### config.mk
export PLATFORM = sky130hd
export DESIGN_NAME = ldoim_regs
export DESIGN_NICKNAME = d
export VERILOG_FILES = /design/src/rtl/ldoim_pkg.sv /design/src/rtl/ldoim_sync.sv /design/src/rtl/ldoim_flag.sv /design/src/rtl/ldoim_regs.sv
export SDC_FILE = /design/constraint.sdc
export NUM_CORES = 1
export LEC_CHECK = 0
export ABC_CLOCK_PERIOD_IN_PS = 2000
export BUFFER_PORTS_ARGS = -buffer_cell sky130_fd_sc_hd__buf_2
export CAP_MARGIN = 20
export CELL_PAD_IN_SITES_DETAIL_PLACEMENT = 2
export CELL_PAD_IN_SITES_GLOBAL_PLACEMENT = 2
export CORE_MARGIN = 4
export CORE_UTILIZATION = 40
export CTS_BUF_LIST = sky130_fd_sc_hd__clkbuf_4
export CTS_CLUSTER_DIAMETER = 150
export DETAILED_ROUTE_END_ITERATION = 8
export GPL_ROUTABILITY_DRIVEN = 0
export PLACE_DENSITY_LB_ADDON = 0.08
export SYNTH_ARGS = -nofsm -noshare
export SYNTH_HDL_FRONTEND = slang
export SYNTH_SLANG_ARGS = --single-unit
### constraint.sdc
create_clock -name clk -period 2 [get_ports clk]
set_input_delay 0.1 -clock clk [delete_from_list [all_inputs] [get_ports clk]]
set_output_delay 0.1 -clock clk [all_outputs]
set_load 0.1 [all_outputs]
### src/rtl/ldoim_pkg.sv
// package: register map, field positions and reset values for the regulator mask and load meter
package ldoim_pkg;
  localparam logic [7:0] LDOIM_ADDR_MASK     = 8'h23;
  localparam logic [7:0] LDOIM_ADDR_SELECT   = 8'h24;
  localparam logic [7:0] LDOIM_ADDR_RES_HIGH = 8'h25;
  localparam logic [7:0] LDOIM_ADDR_RES_LOW  = 8'h26;
  localparam logic [7:0] LDOIM_ADDR_FLAGS    = 8'h27;
  localparam logic [7:0] LDOIM_ADDR_LIVE     = 8'h28;
  localparam logic [7:0] LDOIM_ADDR_TOPMASK  = 8'h29;
  // mask, select and result msb field positions
  localparam int LDOIM_B_L2_FALL = 7;
  localparam int LDOIM_B_L2_RISE = 6;
  localparam int LDOIM_B_L2_OC   = 4;
  localparam int LDOIM_B_L1_FALL = 3;
  localparam int LDOIM_B_L1_RISE = 2;
  localparam int LDOIM_B_L1_OC   = 0;
  localparam int LDOIM_B_SEL     = 0;
  localparam int LDOIM_B_MSB     = 0;
  // bit 0 reset is unspecified; zero chosen, reserved bits 5 and 1 read zero
  localparam logic [7:0] LDOIM_MASK_RESET = 8'hcc;
  localparam logic [7:0] LDOIM_MASK_WR    = 8'hdd;
  localparam logic [7:0] LDOIM_SEL_RESET  = 8'h00;
  // flag register bits: pg lin1, oc lin1, pg lin2, oc lin2, meter done
  localparam int LDOIM_F_L1_PG = 0;
  localparam int LDOIM_F_L1_OC = 1;
  localparam int LDOIM_F_L2_PG = 2;
  localparam int LDOIM_F_L2_OC = 3;
  localparam int LDOIM_F_DONE  = 4;
  localparam int LDOIM_NFLAG   = 5;
  localparam int LDOIM_RES_W   = 9;
  localparam int LDOIM_STEP_MA = 20;
endpackage

### src/rtl/ldoim_sync.sv
// two-stage synchroniser for one asynchronous level
`timescale 1ns/1ps
module ldoim_sync (
  input  wire logic clk,    // device clock
  input  wire logic rst_b,  // async reset, active low
  input  wire logic d,      // async level
  output logic      q       // synchronised level
);
  logic meta;
  // first stage feeds only the second
  always_ff @(posedge clk or negedge rst_b) begin
    if (!rst_b) begin
      meta <= 1'b0;
      q    <= 1'b0;
    end else begin
      meta <= d;
      q    <= meta;
    end
  end
endmodule // ldoim_sync

### src/rtl/ldoim_flag.sv
// sticky event flag: hardware set beats write-one-to-clear
`timescale 1ns/1ps
module ldoim_flag (
  input  wire logic clk,    // device clock
  input  wire logic rst_b,  // async reset, active low
  input  wire logic set,    // event pulse, already gated by mask
  input  wire logic clr,    // write-one-to-clear pulse
  output logic      flag    // sticky flag
);
  // set wins so no event is lost in the clear cycle
  always_ff @(posedge clk or negedge rst_b) begin
    if (!rst_b) begin
      flag <= 1'b0;
    end else if (set) begin
      flag <= 1'b1;
    end else if (clr) begin
      flag <= 1'b0;
    end
  end
endmodule // ldoim_flag

### src/rtl/ldoim_regs.sv
// register bank: regulator event masks, load meter select and result, interrupt out
`timescale 1ns/1ps
//
// Function
// - bit 7 masks lin2 power-good fall
// - bit 6 masks lin2 power-good rise
// - bit 4 masks lin2 overcurrent
// - bit 3 masks lin1 power-good fall
// - bit 2 masks lin1 power-good rise
// - bit 0 masks lin1 overcurrent
// - masks never touch live status bits
// - select bit 0 picks buck one/two
// - select write starts a measurement
// - result msb at 0x25 bit 0
// - result counts 20 mA per step
// - result low byte at next register
// - measurement done raises masked interrupt
module ldoim_regs (
  input  wire logic                              clk,          // 25 MHz device clock
  input  wire logic                              rst_b,        // async reset, active low
  input  wire logic                              reg_wr,       // register write strobe
  input  wire logic                              reg_rd,       // register read strobe
  input  wire logic [7:0]                        reg_addr,     // register address
  input  wire logic [7:0]                        reg_wdata,    // write data
  output logic [7:0]                             reg_rdata,    // read data, registered
  input  wire logic                              lin1_pg_raw,  // lin1 power-good, async
  input  wire logic                              lin2_pg_raw,  // lin2 power-good, async
  input  wire logic                              lin1_oc_raw,  // lin1 current limit, async
  input  wire logic                              lin2_oc_raw,  // lin2 current limit, async
  input  wire logic                              meter_done,   // meter finished, one pulse
  input  wire logic [ldoim_pkg::LDOIM_RES_W-1:0] meter_value,  // result, 20 mA steps
  output logic                                   meter_start,  // one-cycle start pulse
  output logic                                   meter_sel,    // chosen buck
  output logic                                   irq_b         // interrupt, active low
);
  import ldoim_pkg::*;

  logic [7:0]             linear_reg_irq_mask;
  logic [7:0]             load_meter_select;
  logic [LDOIM_RES_W-1:0] result;
  logic                   meter_done_irq_off;
  logic                   lin1_pg_live;
  logic                   lin2_pg_live;
  logic                   lin1_overcurrent_live;
  logic                   lin2_overcurrent_live;
  logic                   lin1_pg_d;
  logic                   lin2_pg_d;
  logic                   lin1_oc_d;
  logic                   lin2_oc_d;
  logic [LDOIM_NFLAG-1:0] ev_set;
  logic [LDOIM_NFLAG-1:0] ev_clr;
  logic [LDOIM_NFLAG-1:0] linear_reg_event_flags;
  logic [7:0]             next_rdata;

  // pins cross into clk domain before any edge logic sees them
  ldoim_sync u_s_l1pg (.clk(clk), .rst_b(rst_b), .d(lin1_pg_raw), .q(lin1_pg_live));
  ldoim_sync u_s_l2pg (.clk(clk), .rst_b(rst_b), .d(lin2_pg_raw), .q(lin2_pg_live));
  ldoim_sync u_s_l1oc (.clk(clk), .rst_b(rst_b), .d(lin1_oc_raw), .q(lin1_overcurrent_live));
  ldoim_sync u_s_l2oc (.clk(clk), .rst_b(rst_b), .d(lin2_oc_raw), .q(lin2_overcurrent_live));

  // previous live values for edge detection
  always_ff @(posedge clk or negedge rst_b) begin
    if (!rst_b) begin
      lin1_pg_d <= 1'b0;
      lin2_pg_d <= 1'b0;
      lin1_oc_d <= 1'b0;
      lin2_oc_d <= 1'b0;
    end else begin
      lin1_pg_d <= lin1_pg_live;
      lin2_pg_d <= lin2_pg_live;
      lin1_oc_d <= lin1_overcurrent_live;
      lin2_oc_d <= lin2_overcurrent_live;
    end
  end

  // mask register; reserved bits held at zero
  always_ff @(posedge clk or negedge rst_b) begin
    if (!rst_b) begin
      linear_reg_irq_mask <= LDOIM_MASK_RESET;
    end else if (reg_wr && reg_addr == LDOIM_ADDR_MASK) begin
      linear_reg_irq_mask <= reg_wdata & LDOIM_MASK_WR;
    end
  end

  // top-level meter mask, resets clear
  always_ff @(posedge clk or negedge rst_b) begin
    if (!rst_b) begin
      meter_done_irq_off <= 1'b0;
    end else if (reg_wr && reg_addr == LDOIM_ADDR_TOPMASK) begin
      meter_done_irq_off <= reg_wdata[0];
    end
  end

  // select register; any write, even same value, restarts the meter
  always_ff @(posedge clk or negedge rst_b) begin
    if (!rst_b) begin
      load_meter_select <= LDOIM_SEL_RESET;
      meter_start       <= 1'b0;
    end else begin
      meter_start <= reg_wr && reg_addr == LDOIM_ADDR_SELECT;
      if (reg_wr && reg_addr == LDOIM_ADDR_SELECT) begin
        load_meter_select <= reg_wdata;
      end
    end
  end

  // buck choice follows the select bit
  always_ff @(posedge clk or negedge rst_b) begin
    if (!rst_b) begin
      meter_sel <= 1'b0;
    end else if (reg_wr && reg_addr == LDOIM_ADDR_SELECT) begin
      meter_sel <= reg_wdata[LDOIM_B_SEL];
    end
  end

  // result captured on completion so both bytes stay coherent
  always_ff @(posedge clk or negedge rst_b) begin
    if (!rst_b) begin
      result <= '0;
    end else if (meter_done) begin
      result <= meter_value;
    end
  end

  // gated events: a set mask bit suppresses the flag only, never live state
  always_comb begin
    ev_set = '0;
    ev_set[LDOIM_F_L1_PG] = (lin1_pg_live && !lin1_pg_d
                             && !linear_reg_irq_mask[LDOIM_B_L1_RISE])
                          || (!lin1_pg_live && lin1_pg_d
                             && !linear_reg_irq_mask[LDOIM_B_L1_FALL]);
    ev_set[LDOIM_F_L2_PG] = (lin2_pg_live && !lin2_pg_d
                             && !linear_reg_irq_mask[LDOIM_B_L2_RISE])
                          || (!lin2_pg_live && lin2_pg_d
                             && !linear_reg_irq_mask[LDOIM_B_L2_FALL]);
    ev_set[LDOIM_F_L1_OC] = lin1_overcurrent_live && !lin1_oc_d
                          && !linear_reg_irq_mask[LDOIM_B_L1_OC];
    ev_set[LDOIM_F_L2_OC] = lin2_overcurrent_live && !lin2_oc_d
                          && !linear_reg_irq_mask[LDOIM_B_L2_OC];
    ev_set[LDOIM_F_DONE]  = meter_done && !meter_done_irq_off;
    ev_clr = (reg_wr && reg_addr == LDOIM_ADDR_FLAGS) ? reg_wdata[LDOIM_NFLAG-1:0] : '0;
  end

  // one sticky flag per event source
  genvar gi;
  generate
    for (gi = 0; gi < LDOIM_NFLAG; gi++) begin : g_flag
      ldoim_flag u_flag (
        .clk   (clk),
        .rst_b (rst_b),
        .set   (ev_set[gi]),
        .clr   (ev_clr[gi]),
        .flag  (linear_reg_event_flags[gi])
      );
    end
  endgenerate

  // interrupt reflects current flags; flags are only set when unmasked
  always_ff @(posedge clk or negedge rst_b) begin
    if (!rst_b) begin
      irq_b <= 1'b1;
    end else begin
      irq_b <= ~(|(linear_reg_event_flags | ev_set));
    end
  end

  // read mux; unmapped addresses read zero
  always_comb begin
    next_rdata = 8'h00;
    unique case (reg_addr)
      LDOIM_ADDR_MASK:     next_rdata = linear_reg_irq_mask;
      LDOIM_ADDR_SELECT:   next_rdata = load_meter_select;
      LDOIM_ADDR_RES_HIGH: next_rdata[LDOIM_B_MSB] = result[LDOIM_RES_W-1];
      LDOIM_ADDR_RES_LOW:  next_rdata = result[7:0];
      LDOIM_ADDR_FLAGS:    next_rdata[LDOIM_NFLAG-1:0] = linear_reg_event_flags;
      LDOIM_ADDR_LIVE:     next_rdata[3:0] = {lin2_overcurrent_live, lin2_pg_live,
                                              lin1_overcurrent_live, lin1_pg_live};
      LDOIM_ADDR_TOPMASK:  next_rdata[0] = meter_done_irq_off;
      default:             next_rdata = 8'h00;
    endcase
  end

  // read data latched on the read strobe
  always_ff @(posedge clk or negedge rst_b) begin
    if (!rst_b) begin
      reg_rdata <= 8'h00;
    end else if (reg_rd) begin
      reg_rdata <= next_rdata;
    end
  end
endmodule // ldoim_regs

==> run summary, run 1 <==
DRT Wirelength: 6.57 mm
Final Cycle Share: 0.739
antenna violations before repair: 0
DR pass1 iterations: 4
Final Net Count: 293
final worst path period need: 1.48 ns
DRC: 0
critical path launch point type: flip-flop
storage element area: 0.00128 mm^2
final core utilization: 0.518
Area Growth Syn to Fin: 24.0%
layout cell share with drive strength beyond 1: 0.369
multi-input gate area in the final layout: 961 um^2
CTS Hold Bufs: 22
fraction of registers with async set/reset: 1.00
Synth Register Bits: 51
ys flop type: dfrtp_1
CORE AREA: 0.00561 mm^2
latest clock arrival within the worst-skew pair: 0.38 ns
site row count: 27
Synthesis Warnings: 0
GRT Total Usage: 0.194
I/O Pins: 45
chip height: 84.6 um
CTS tree: done
Final Hold Fails: 0
routed vias: 1772
Worst Path Required: 2.33 ns
VDD IR max: 0.448 mV
R2R depth: 4
status: finished, final reports clean
reg2reg setup slack: 0.52 ns
Hold WC Path Type: primary input to flip-flop
Setup Skew: 0.00869 ns
fmax: 0.677 GHz
Netlist Area Pre-Place: 0.00234 mm^2
initial core utilization: 0.418
largest cells by area after synthesis: dfrtp_1 (49%), mux2_2 (9.6%), dfstp_2 (5.6%)
r2r endpoint: reg_rdata[0]$_DFFE_PN0P_
clk root buf: clkbuf_4
Leak: 1.32 nW
power per cell area: 662 mW/mm^2
Syn Nets: 227
sequential area share after synthesis: 0.547
Num Clock Sinks: 51
Resize count post-CTS: 0
Vias/cell: 5.34
Die X: 84.6 um
global-route wire length before repair: 10.9 mm
critical setup path kind: flip-flop to flip-flop
Detailed Route Iter0 Violations: 91
RSZ-0062 raised after global routing: false
Tot Pwr: 0.00192 W
Setup TNS Final: 0 ns
Crit path arrival time: 1.80 ns
DP Worst Slack: 0.114 ns
CTS Buf Count: 5
CP Capture Point: reg_rdata[0]$_DFFE_PN0P_
vias in the first global route: 2015
Cells after Synth: 193
grt ovf: 0
Inserted Diodes: 0
largest net degree at the start of global routing: 26
Crit Reg-Reg Startpoint: linear_reg_irq_mask[0]$_DFFE_PN0P_
Die Footprint: 0.00715 mm^2
number of port buffers: 44
Routed Antenna Nets: 0
Setup crit end kind: flip-flop
Max-slew headroom: 0.598
Fillers: 569
Avg Cell Area, Syn: 12.1 um^2
Final Max Slew Viols: 0
buffers inserted by post-CTS timing repair: 0
Synth top area share: 0.491
Worst setup startpoint: linear_reg_irq_mask[0]$_DFFE_PN0P_
final worst setup slack: 0.522 ns
clock slew at reported path FFs: 0.16 ns
Slew @ Worst Pin: 0.603 ns
Yosys top cell by area: dfrtp_1
Fin Hold WS: 0.0296 ns
Setup-failing EPs final: 0
CP max FO: 3
Yosys cell types: 42
H-tree Lvls: 2
wire per inst: 19.8 um
number of synthesized flops with an enable pin: 0
Clock Path Buffers: 2
HPWL Detailed: 4.77 mm
Max Cap Viol: 0
## through the flow
stage                     area [um^2]  instances
after floorplan                  2340        193
after detailed placement         2620        302
after global routing             2910        332
after CTS                        2910        332
after global placement           2620        302
final                            2910        332
## report_power, final
| group | switching, W | internal, W | total, W |
|---|---|---|---|
| clock network | 0.000361 | 0.000148 | 0.000510 |
| logic | 0.000173 | 0.000125 | 0.000298 |
| registers | 0.0000326 | 0.00108 | 0.00112 |
## layer usage
layer | up-vias | global-route usage | routed length (um)
met5 | - | 0 | 0
met4 | 0 | 0.0489 | 72
met3 | 7 | 0.0314 | 204
met2 | 33 | 0.331 | 3330
met1 | 905 | 0.256 | 2970
li1 | 827 | - | -
## area by class of cell
cell class                 instances  share of cell area
sequential                        51               0.441
tap                               72              0.0310
timing repair buffer              72               0.167
clock inverter                     3             0.00947
inverter                           6             0.00775
clock buffer                       5              0.0129
multi-input combinational        123               0.331
## registers in the layout, summed over array words and instances, names as in the netlist, 5 cells and up
register             cells
linear_reg_irq_mask      6
reg_rdata                8
g_flag.u_flag.flag       5
result                   9
load_meter_select        8
## logic make-up (layout without fill, tap and decap cells)
group           count (synthesis)  after routing  synth area share
buf+inv                        19             86            0.0432
simple gates                   54             54             0.133
compound gates                 36             36             0.113
mux                            33             33             0.164
flops                          51             51             0.547
## how the worst min path moves through the flow
stage                      start  cells past startpoint                           endpoint
after floorplan            rst_b                      0  g_flag[0].u_flag.flag$_DFFE_PN0P_
after global placement     rst_b                      1               u_s_l1pg.q$_DFF_PN0_
after detailed placement   rst_b                      1               u_s_l1pg.q$_DFF_PN0_
after CTS                 reg_wr                      2              meter_start$_DFF_PN0_
after global routing      reg_wr                      2              meter_start$_DFF_PN0_
final                     reg_wr                      2              meter_start$_DFF_PN0_
## placed cells by master, fill, tap and decap left out, types with 3 or more instances in the layout
| cell | netlist | final |
|---|---|---|
| nor2_1 | 11 | 11 |
| o2bb2ai_1 | 3 | 3 |
| buf_2 | 2 | 44 |
| nand2_1 | 15 | 15 |
| inv_1 | 6 | 6 |
| clkbuf_4 | 0 | 5 |
| a22o_1 | 4 | 4 |
| mux2_2 | 20 | 20 |
| mux2i_1 | 7 | 7 |
| a31oi_1 | 3 | 3 |
| nand2b_1 | 4 | 4 |
| nor3_1 | 4 | 4 |
| mux2_4 | 6 | 6 |
| a21oi_1 | 4 | 4 |
| dfstp_2 | 5 | 5 |
| a21o_1 | 3 | 3 |
| nand3_1 | 4 | 4 |
| nor3b_1 | 4 | 4 |
| dfrtp_1 | 46 | 46 |
| o21ai_0 | 8 | 8 |
| buf_4 | 1 | 6 |
| dlygate4sd3_1 | 0 | 22 |
## cell usage after synthesis, types with 2 or more instances
master	number
a31oi_1	3
nor3b_1	4
inv_1	6
nor3_1	4
mux2i_1	7
a22o_1	4
nand3b_1	2
mux2_4	6
o2bb2ai_1	3
clkbuf_1	8
a2bb2oi_1	2
and4b_1	2
mux2_2	20
nor4_1	2
nand3_1	4
nand2_1	15
buf_2	2
o21ai_0	8
dfrtp_1	46
a21oi_1	4
nor2_1	11
a21o_1	3
dfstp_2	5
nand2b_1	4
## worst max-delay path, stage by stage, from the launching register on
cell and delay [ns]:
dfrtp_1 0.42, mux2i_1 0.13, a21o_1 0.20, a2111oi_0 0.42, o221a_2 0.26
Note: power is estimated with default switching activity, not from simulation.
==> inputs of run 2 (changes only) <==
- ABC_CLOCK_PERIOD_IN_PS: 2000 -> 1500
- CORE_UTILIZATION: 40 -> 38
- clock period: 2 -> 1.5 ns (I/O delays scaled with it)
==> run 2 against run 1 <==
Against the previous run:
- sequential share of layout area decreased by 2.2 points
- non-clock buffer count increased by 13
- flip-flop and latch count unchanged
- design area increased by 5.5%
- via count increased by 4.6%
- count of clock-buffer cells in the layout increased by 2
- die area increased by 4.8%
- final cell count increased by 4.8%
- first-iteration DRC count decreased by 12%
- critical path depth increased by 2
- setup slack got worse by 0.46 ns
- critical endpoint is now load_meter_select[2]$_DFFE_PN0P_
==> run summary, run 2 (synthesis results as in run 1) <==
WP buf/inv: 2 (+2)
DR pass1 iterations: 4 (unchanged)
wire per inst: 20.1 um (+1.5%)
Setup Skew: 0.0127 ns (+0.00400 ns)
Setup-failing EPs final: 0 (unchanged)
met1 wire length: 3.02 mm (+1.9%)
layout cell share with drive strength beyond 1: 0.418 (+0.0484)
Hold WC Path Type: primary input to flip-flop
Final Net Count: 306 (+4.4%)
Crit Reg-Reg Startpoint: g_flag[0].u_flag.flag$_DFFE_PN0P_
max layer used: met4
biggest regs: result x9, load_meter_select x8, reg_rdata x8
Setup crit end kind: flip-flop
Max Cap Viol: 0 (unchanged)
critical path launch point type: primary input
Worst Path Required: 1.77 ns (-0.56 ns)
CTS Buf Count: 5 (unchanged)
Vias/cell: 5.33 (-0.18%)
critical setup path kind: primary input to flip-flop
Worst Hold End: reg_rdata[5]$_DFFE_PN0P_
number of port buffers: 44 (unchanged)
global-route wire length before repair: 11.5 mm (+6.4%)
CP max FO: 8 (+5)
R2R depth: 4 (unchanged)
Worst setup startpoint: reg_addr[4]
worst hold stages: 3 (+1)
Final Hold Fails: 0 (unchanged)
crit-path cells: buf_2 > or4b_4 > nor2_2 > and4b_1 > buf_4 > mux2_2
DRC: 0 (unchanged)
CORE AREA: 0.00596 mm^2 (+6.2%)
routed vias: 1854 (+4.6%)
Routed met2 length: 3.56 mm (+6.8%)
max reg flops: 9 (unchanged)
CTS tree: done
Routed Antenna Nets: 0 (unchanged)
slowest CP cell: or4b_4
fmax: 0.694 GHz
hold path start: reg_rd
Slew @ Worst Pin: 0.489 ns (-0.114 ns)
Die Footprint: 0.00749 mm^2 (+4.8%)
H-tree Lvls: 2 (unchanged)
status: finished, final reports clean
Num Clock Sinks: 51 (unchanged)
largest net degree at the start of global routing: 52 (+100%)
HPWL Detailed: 4.99 mm (+4.7%)
RSZ-0062 raised after global routing: false
reg2reg setup slack: 0.13 ns (-0.39 ns)
Leak: 1.40 nW (+6.0%)
chip height: 86.6 um (+2.4%)
Die X: 86.6 um (+2.4%)
DRT Wirelength: 7.00 mm (+6.4%)
Inserted Diodes: 0 (unchanged)
Final Instance Area: 0.00307 mm^2 (+5.5%)
vias in the first global route: 2149 (+6.7%)
latest clock arrival within the worst-skew pair: 0.37 ns (about the same)
GRT Total Usage: 0.206 (+0.0124)
Tot Pwr: 0.00274 W (+42%)
Area Growth Syn to Fin: 30.7%
Final Cycle Share: 0.961
final worst path period need: 1.44 ns
r2r endpoint: reg_rdata[0]$_DFFE_PN0P_
site row count: 28 (+3.7%)
Final Max Slew Viols: 0 (unchanged)
Crit path arrival time: 1.71 ns (-0.09 ns)
most common cell after layout, fill and taps aside: dfrtp_1
clk root buf: clkbuf_4
most frequent cells in the layout: dfrtp_1 (45), buf_2 (44), dlygate4sd3_1 (23)
Clock Path Buffers: 2 (unchanged)
antenna violations before repair: 0 (unchanged)
initial core utilization: 0.394 (-0.0244)
Detailed Route Iter0 Violations: 80 (-12%)
max incr delay on CP: 0.59 ns (+0.17 ns)
power per cell area: 893 mW/mm^2 (+35%)
delay-heaviest family, CP: simple AND/OR/NAND/NOR gates
clock slew at reported path FFs: 0.14 ns (-0.02 ns)
placed instance area: 0.00274 mm^2 (+4.7%)
largest register by flop count: result
I/O Pins: 45 (unchanged)
VDD IR max: 0.505 mV (+13%)
Max-slew headroom: 0.676 (+0.0784)
Setup TNS Final: 0 ns (unchanged)
grt ovf: 0 (unchanged)
DR WL met3: 261 um (+28%)
[run 2: through the flow]
step                std cells  worst slack, ns   util  hold slack (ns)
global placement          317           -0.220  0.461           0.0832
global route              348           0.0349  0.515           0.0270
finish                    348           0.0581  0.515           0.0349
detailed placement        317           -0.373  0.461           0.0874
floorplan                 193           -0.201      -           -0.221
CTS                       347           0.0206  0.512          0.00106
[run 2: routing by layer]
metal | vias up | global-route usage
met4 | 0 | 0.0822
met1 | 941 | 0.261
met3 | 11 | 0.0314
met2 | 50 | 0.353
li1 | 852 | -
met5 | - | 0
[run 2: report_power, final]
part	switching [W]	total [W]	leakage [nW]	internal [W]
Sequential	0.0000441	0.00149	0.612	0.00145
Clock	0.000430	0.000820	0.0463	0.000390
Combinational	0.000240	0.000427	0.740	0.000187
[run 2: worst max path at each step]
stage | end | slack, ns | cells past startpoint
after global placement | load_meter_select[0]$_DFFE_PN0P_ | -0.22 | 6
after floorplan | linear_reg_irq_mask[0]$_DFFE_PN0P_ | -0.20 | 6
final | load_meter_select[2]$_DFFE_PN0P_ | 0.06 | 6
after detailed placement | load_meter_select[4]$_DFFE_PN0P_ | -0.37 | 6
after global routing | irq_b | 0.03 | 1
after CTS | reg_rdata[0]$_DFFE_PN0P_ | 0.02 | 4
[run 2: final cells by class]
cell class | instances | area [um^2]
clock inverters | 1 | 30.0
flip-flops and latches | 51 | 1280
multi-input cells | 123 | 985
clock buffers | 7 | 52.6
inverters | 6 | 22.5
repair buffers | 85 | 598
well taps | 75 | 93.8
fillers | 627 | 2890
[run 2: tightest hold or removal path: stages]
cell       delay (ns)
buf_2            0.18
nand2_1          0.08
o2bb2ai_1        0.05
[run 2: timing repair]
item | CTS | global route
resized for setup | 0 | 3
hold buffers | 22 | 1
setup buffers | 0 | 0
hold endpoints to repair | 78 | 1
setup endpoints to repair | 0 | 6
==> inputs of run 3 (changes only) <==
- CORE_ASPECT_RATIO: default -> 1.5
==> run 3 against run 2 <==
Against the previous run:
- critical path depth down 5
- flip-flop and latch count unchanged
- count of clock-buffer cells in the layout down 1
- clock power up 2%
- via count up 0.49%
- highest routed layer unchanged
- power up 1.3%
- sequential share of layout area down 0.22 points
- sequential power about the same
- combinational power up 3%
- routed wire length up 7.2%
- design area up 0.53%
==> run summary, run 3 (synthesis results as in run 1) <==
GRT Total Usage: 0.208 (+0.00227)
final worst setup slack: 0.0794 ns (+0.0213 ns)
clk root buf: clkbuf_4
DR pass1 iterations: 4 (unchanged)
biggest regs: result x9, load_meter_select x8, reg_rdata x8
largest net degree at the start of global routing: 52 (unchanged)
reg2reg setup slack: 0.12 ns (about the same)
Num Clock Sinks: 51 (unchanged)
antenna violations before repair: 0 (unchanged)
Max Cap Viol: 0 (unchanged)
DP Cell Count: 313 (-1.3%)
Final Hold Fails: 0 (unchanged)
WP buf/inv: 1 (-1)
final worst path period need: 1.42 ns (-0.0213 ns)
Slew @ Worst Pin: 0.494 ns (+0.00501 ns)
worst hold stages: 3 (unchanged)
Detailed Route Iter0 Violations: 62 (-23%)
number of port buffers: 44 (unchanged)
Final Net Count: 305 (-0.33%)
critical setup path kind: flip-flop to output pin
vias in the first global route: 2151 (+0.093%)
I/O Pins: 45 (unchanged)
Clock Path Buffers: 2 (unchanged)
DRC: 0 (unchanged)
DP Worst Slack: -0.261 ns (+0.111 ns)
Fin Hold WS: 0.0275 ns (-0.00743 ns)
latest clock arrival within the worst-skew pair: 0.38 ns (about the same)
Final Max Slew Viols: 0 (unchanged)
DRT Wirelength: 7.50 mm (+7.2%)
CTS tree: done
global-route wire length before repair: 11.7 mm (+1.3%)
H-tree Lvls: 2 (unchanged)
Setup crit end kind: output pin
Worst Hold End: meter_start$_DFF_PN0_
critical path launch point type: flip-flop
largest register by flop count: result
fmax: 0.704 GHz (+1.5%)
VDD IR max: 0.755 mV (+49%)
initial core utilization: 0.397 (+0.00283)
most common cell after layout, fill and taps aside: dfrtp_1
status: finished, final reports clean
Final Cycle Share: 0.947 (-0.0142)
fin cells: 344 (-1.1%)
Setup TNS Final: 0 ns (unchanged)
CTS Buf Count: 5 (unchanged)
slowest CP cell: dfstp_2
Setup-failing EPs final: 0 (unchanged)
Setup Skew: 0.0112 ns (-0.00149 ns)
crit-path cells: buf_2
chip height: 104 um (+20%)
Fillers: 589 (-6.1%)
Die X: 72.1 um (-17%)
r2r endpoint: reg_rdata[0]$_DFFE_PN0P_
Crit path arrival time: 1.35 ns (-0.36 ns)
RSZ-0062 raised after global routing: false
Tot Pwr: 0.00277 W (+1.3%)
most frequent cells in the layout: dfrtp_1 (45), buf_2 (44), dlygate4sd3_1 (23)
Worst Path Required: 1.42 ns (-0.35 ns)
HPWL Detailed: 5.40 mm (+8.2%)
Vias/cell: 5.42 (+1.7%)
layout cell share with drive strength beyond 1: 0.415 (-0.00214)
Hold WC Path Type: primary input to flip-flop
power per cell area: 900 mW/mm^2 (+0.76%)
hold path start: reg_addr[1]
Area Growth Syn to Fin: 31.4%
wire per inst: 21.8 um (+8.4%)
max incr delay on CP: 0.55 ns (-0.04 ns)
Routed Antenna Nets: 0 (unchanged)
grt ovf: 0 (unchanged)
CP max FO: 1 (-7)
Die Footprint: 0.00752 mm^2 (+0.35%)
Crit Reg-Reg Startpoint: g_flag[0].u_flag.flag$_DFFE_PN0P_
delay-heaviest family, CP: flip-flops
max reg flops: 9 (unchanged)
site row count: 34 (+21%)
CORE AREA: 0.00591 mm^2 (-0.71%)
buffers inserted by post-CTS timing repair: 0 (unchanged)
routed vias: 1863 (+0.49%)
R2R depth: 4 (unchanged)
clock slew at reported path FFs: 0.16 ns (+0.02 ns)
Leak: 1.40 nW (about the same)
Max-slew headroom: 0.673 (-0.00332)
Inserted Diodes: 0 (unchanged)
run 3: changes by cell type in the layout (fill, tap and decap cells not counted), sizes merged:
cell    before  now
inv          6    7
clkbuf       7    6
buf         62   61
run 3: routing by layer:
| metal | up-vias | GRT usage | routed length, um |
|---|---|---|---|
| met5 | - | 0 | 0 |
| met3 | 13 | 0.0358 | 215 |
| li1 | 848 | - | - |
| met1 | 959 | 0.215 | 2690 |
| met4 | 0 | 0.0712 | 168 |
| met2 | 43 | 0.402 | 4420 |
run 3: worst max-delay path by stage:
stage	to	slack, ns	startpoint	cells past startpoint
detailed placement	load_meter_select[4]$_DFFE_PN0P_	-0.26	reg_addr[4]	6
finish	irq_b	0.08	irq_b$_DFF_PN1_	1
floorplan	linear_reg_irq_mask[0]$_DFFE_PN0P_	-0.20	reg_addr[4]	6
global placement	load_meter_select[4]$_DFFE_PN0P_	-0.21	reg_addr[4]	6
global route	irq_b	0.01	irq_b$_DFF_PN1_	1
CTS	reg_rdata[0]$_DFFE_PN0P_	0.03	g_flag[0].u_flag.flag$_DFFE_PN0P_	4
run 3: power by group:
part           internal, W  switching [W]  leakage [nW]
clock             0.000377       0.000462        0.0463
combinational     0.000191       0.000249         0.740
sequential         0.00145      0.0000464         0.612
total              0.00201       0.000758          1.40
run 3: what timing repair did:
| action | in CTS | in global routing |
|---|---|---|
| setup endpoints to repair | 1 | 1 |
| hold endpoints to repair | 77 | 0 |
| hold buffers | 23 | 0 |
| resized for setup | 2 | 2 |
run 3: stage by stage:
stage                      util  cell area, um^2
after floorplan               -             2370
after global placement    0.464             2750
after detailed placement  0.464             2750
after CTS                 0.518             3070
after global routing      0.521             3080
final                     0.521             3080
run 3: area by class of cell:
class	instances	area [um^2]	share of cell area
clock inverter	2	38.8	0.0126
sequential	51	1280	0.417
clock buffer	6	45.0	0.0146
multi-input combinational	123	998	0.324
timing repair buffer	84	603	0.196
tap	72	90.1	0.0292
inverter	6	22.5	0.00731
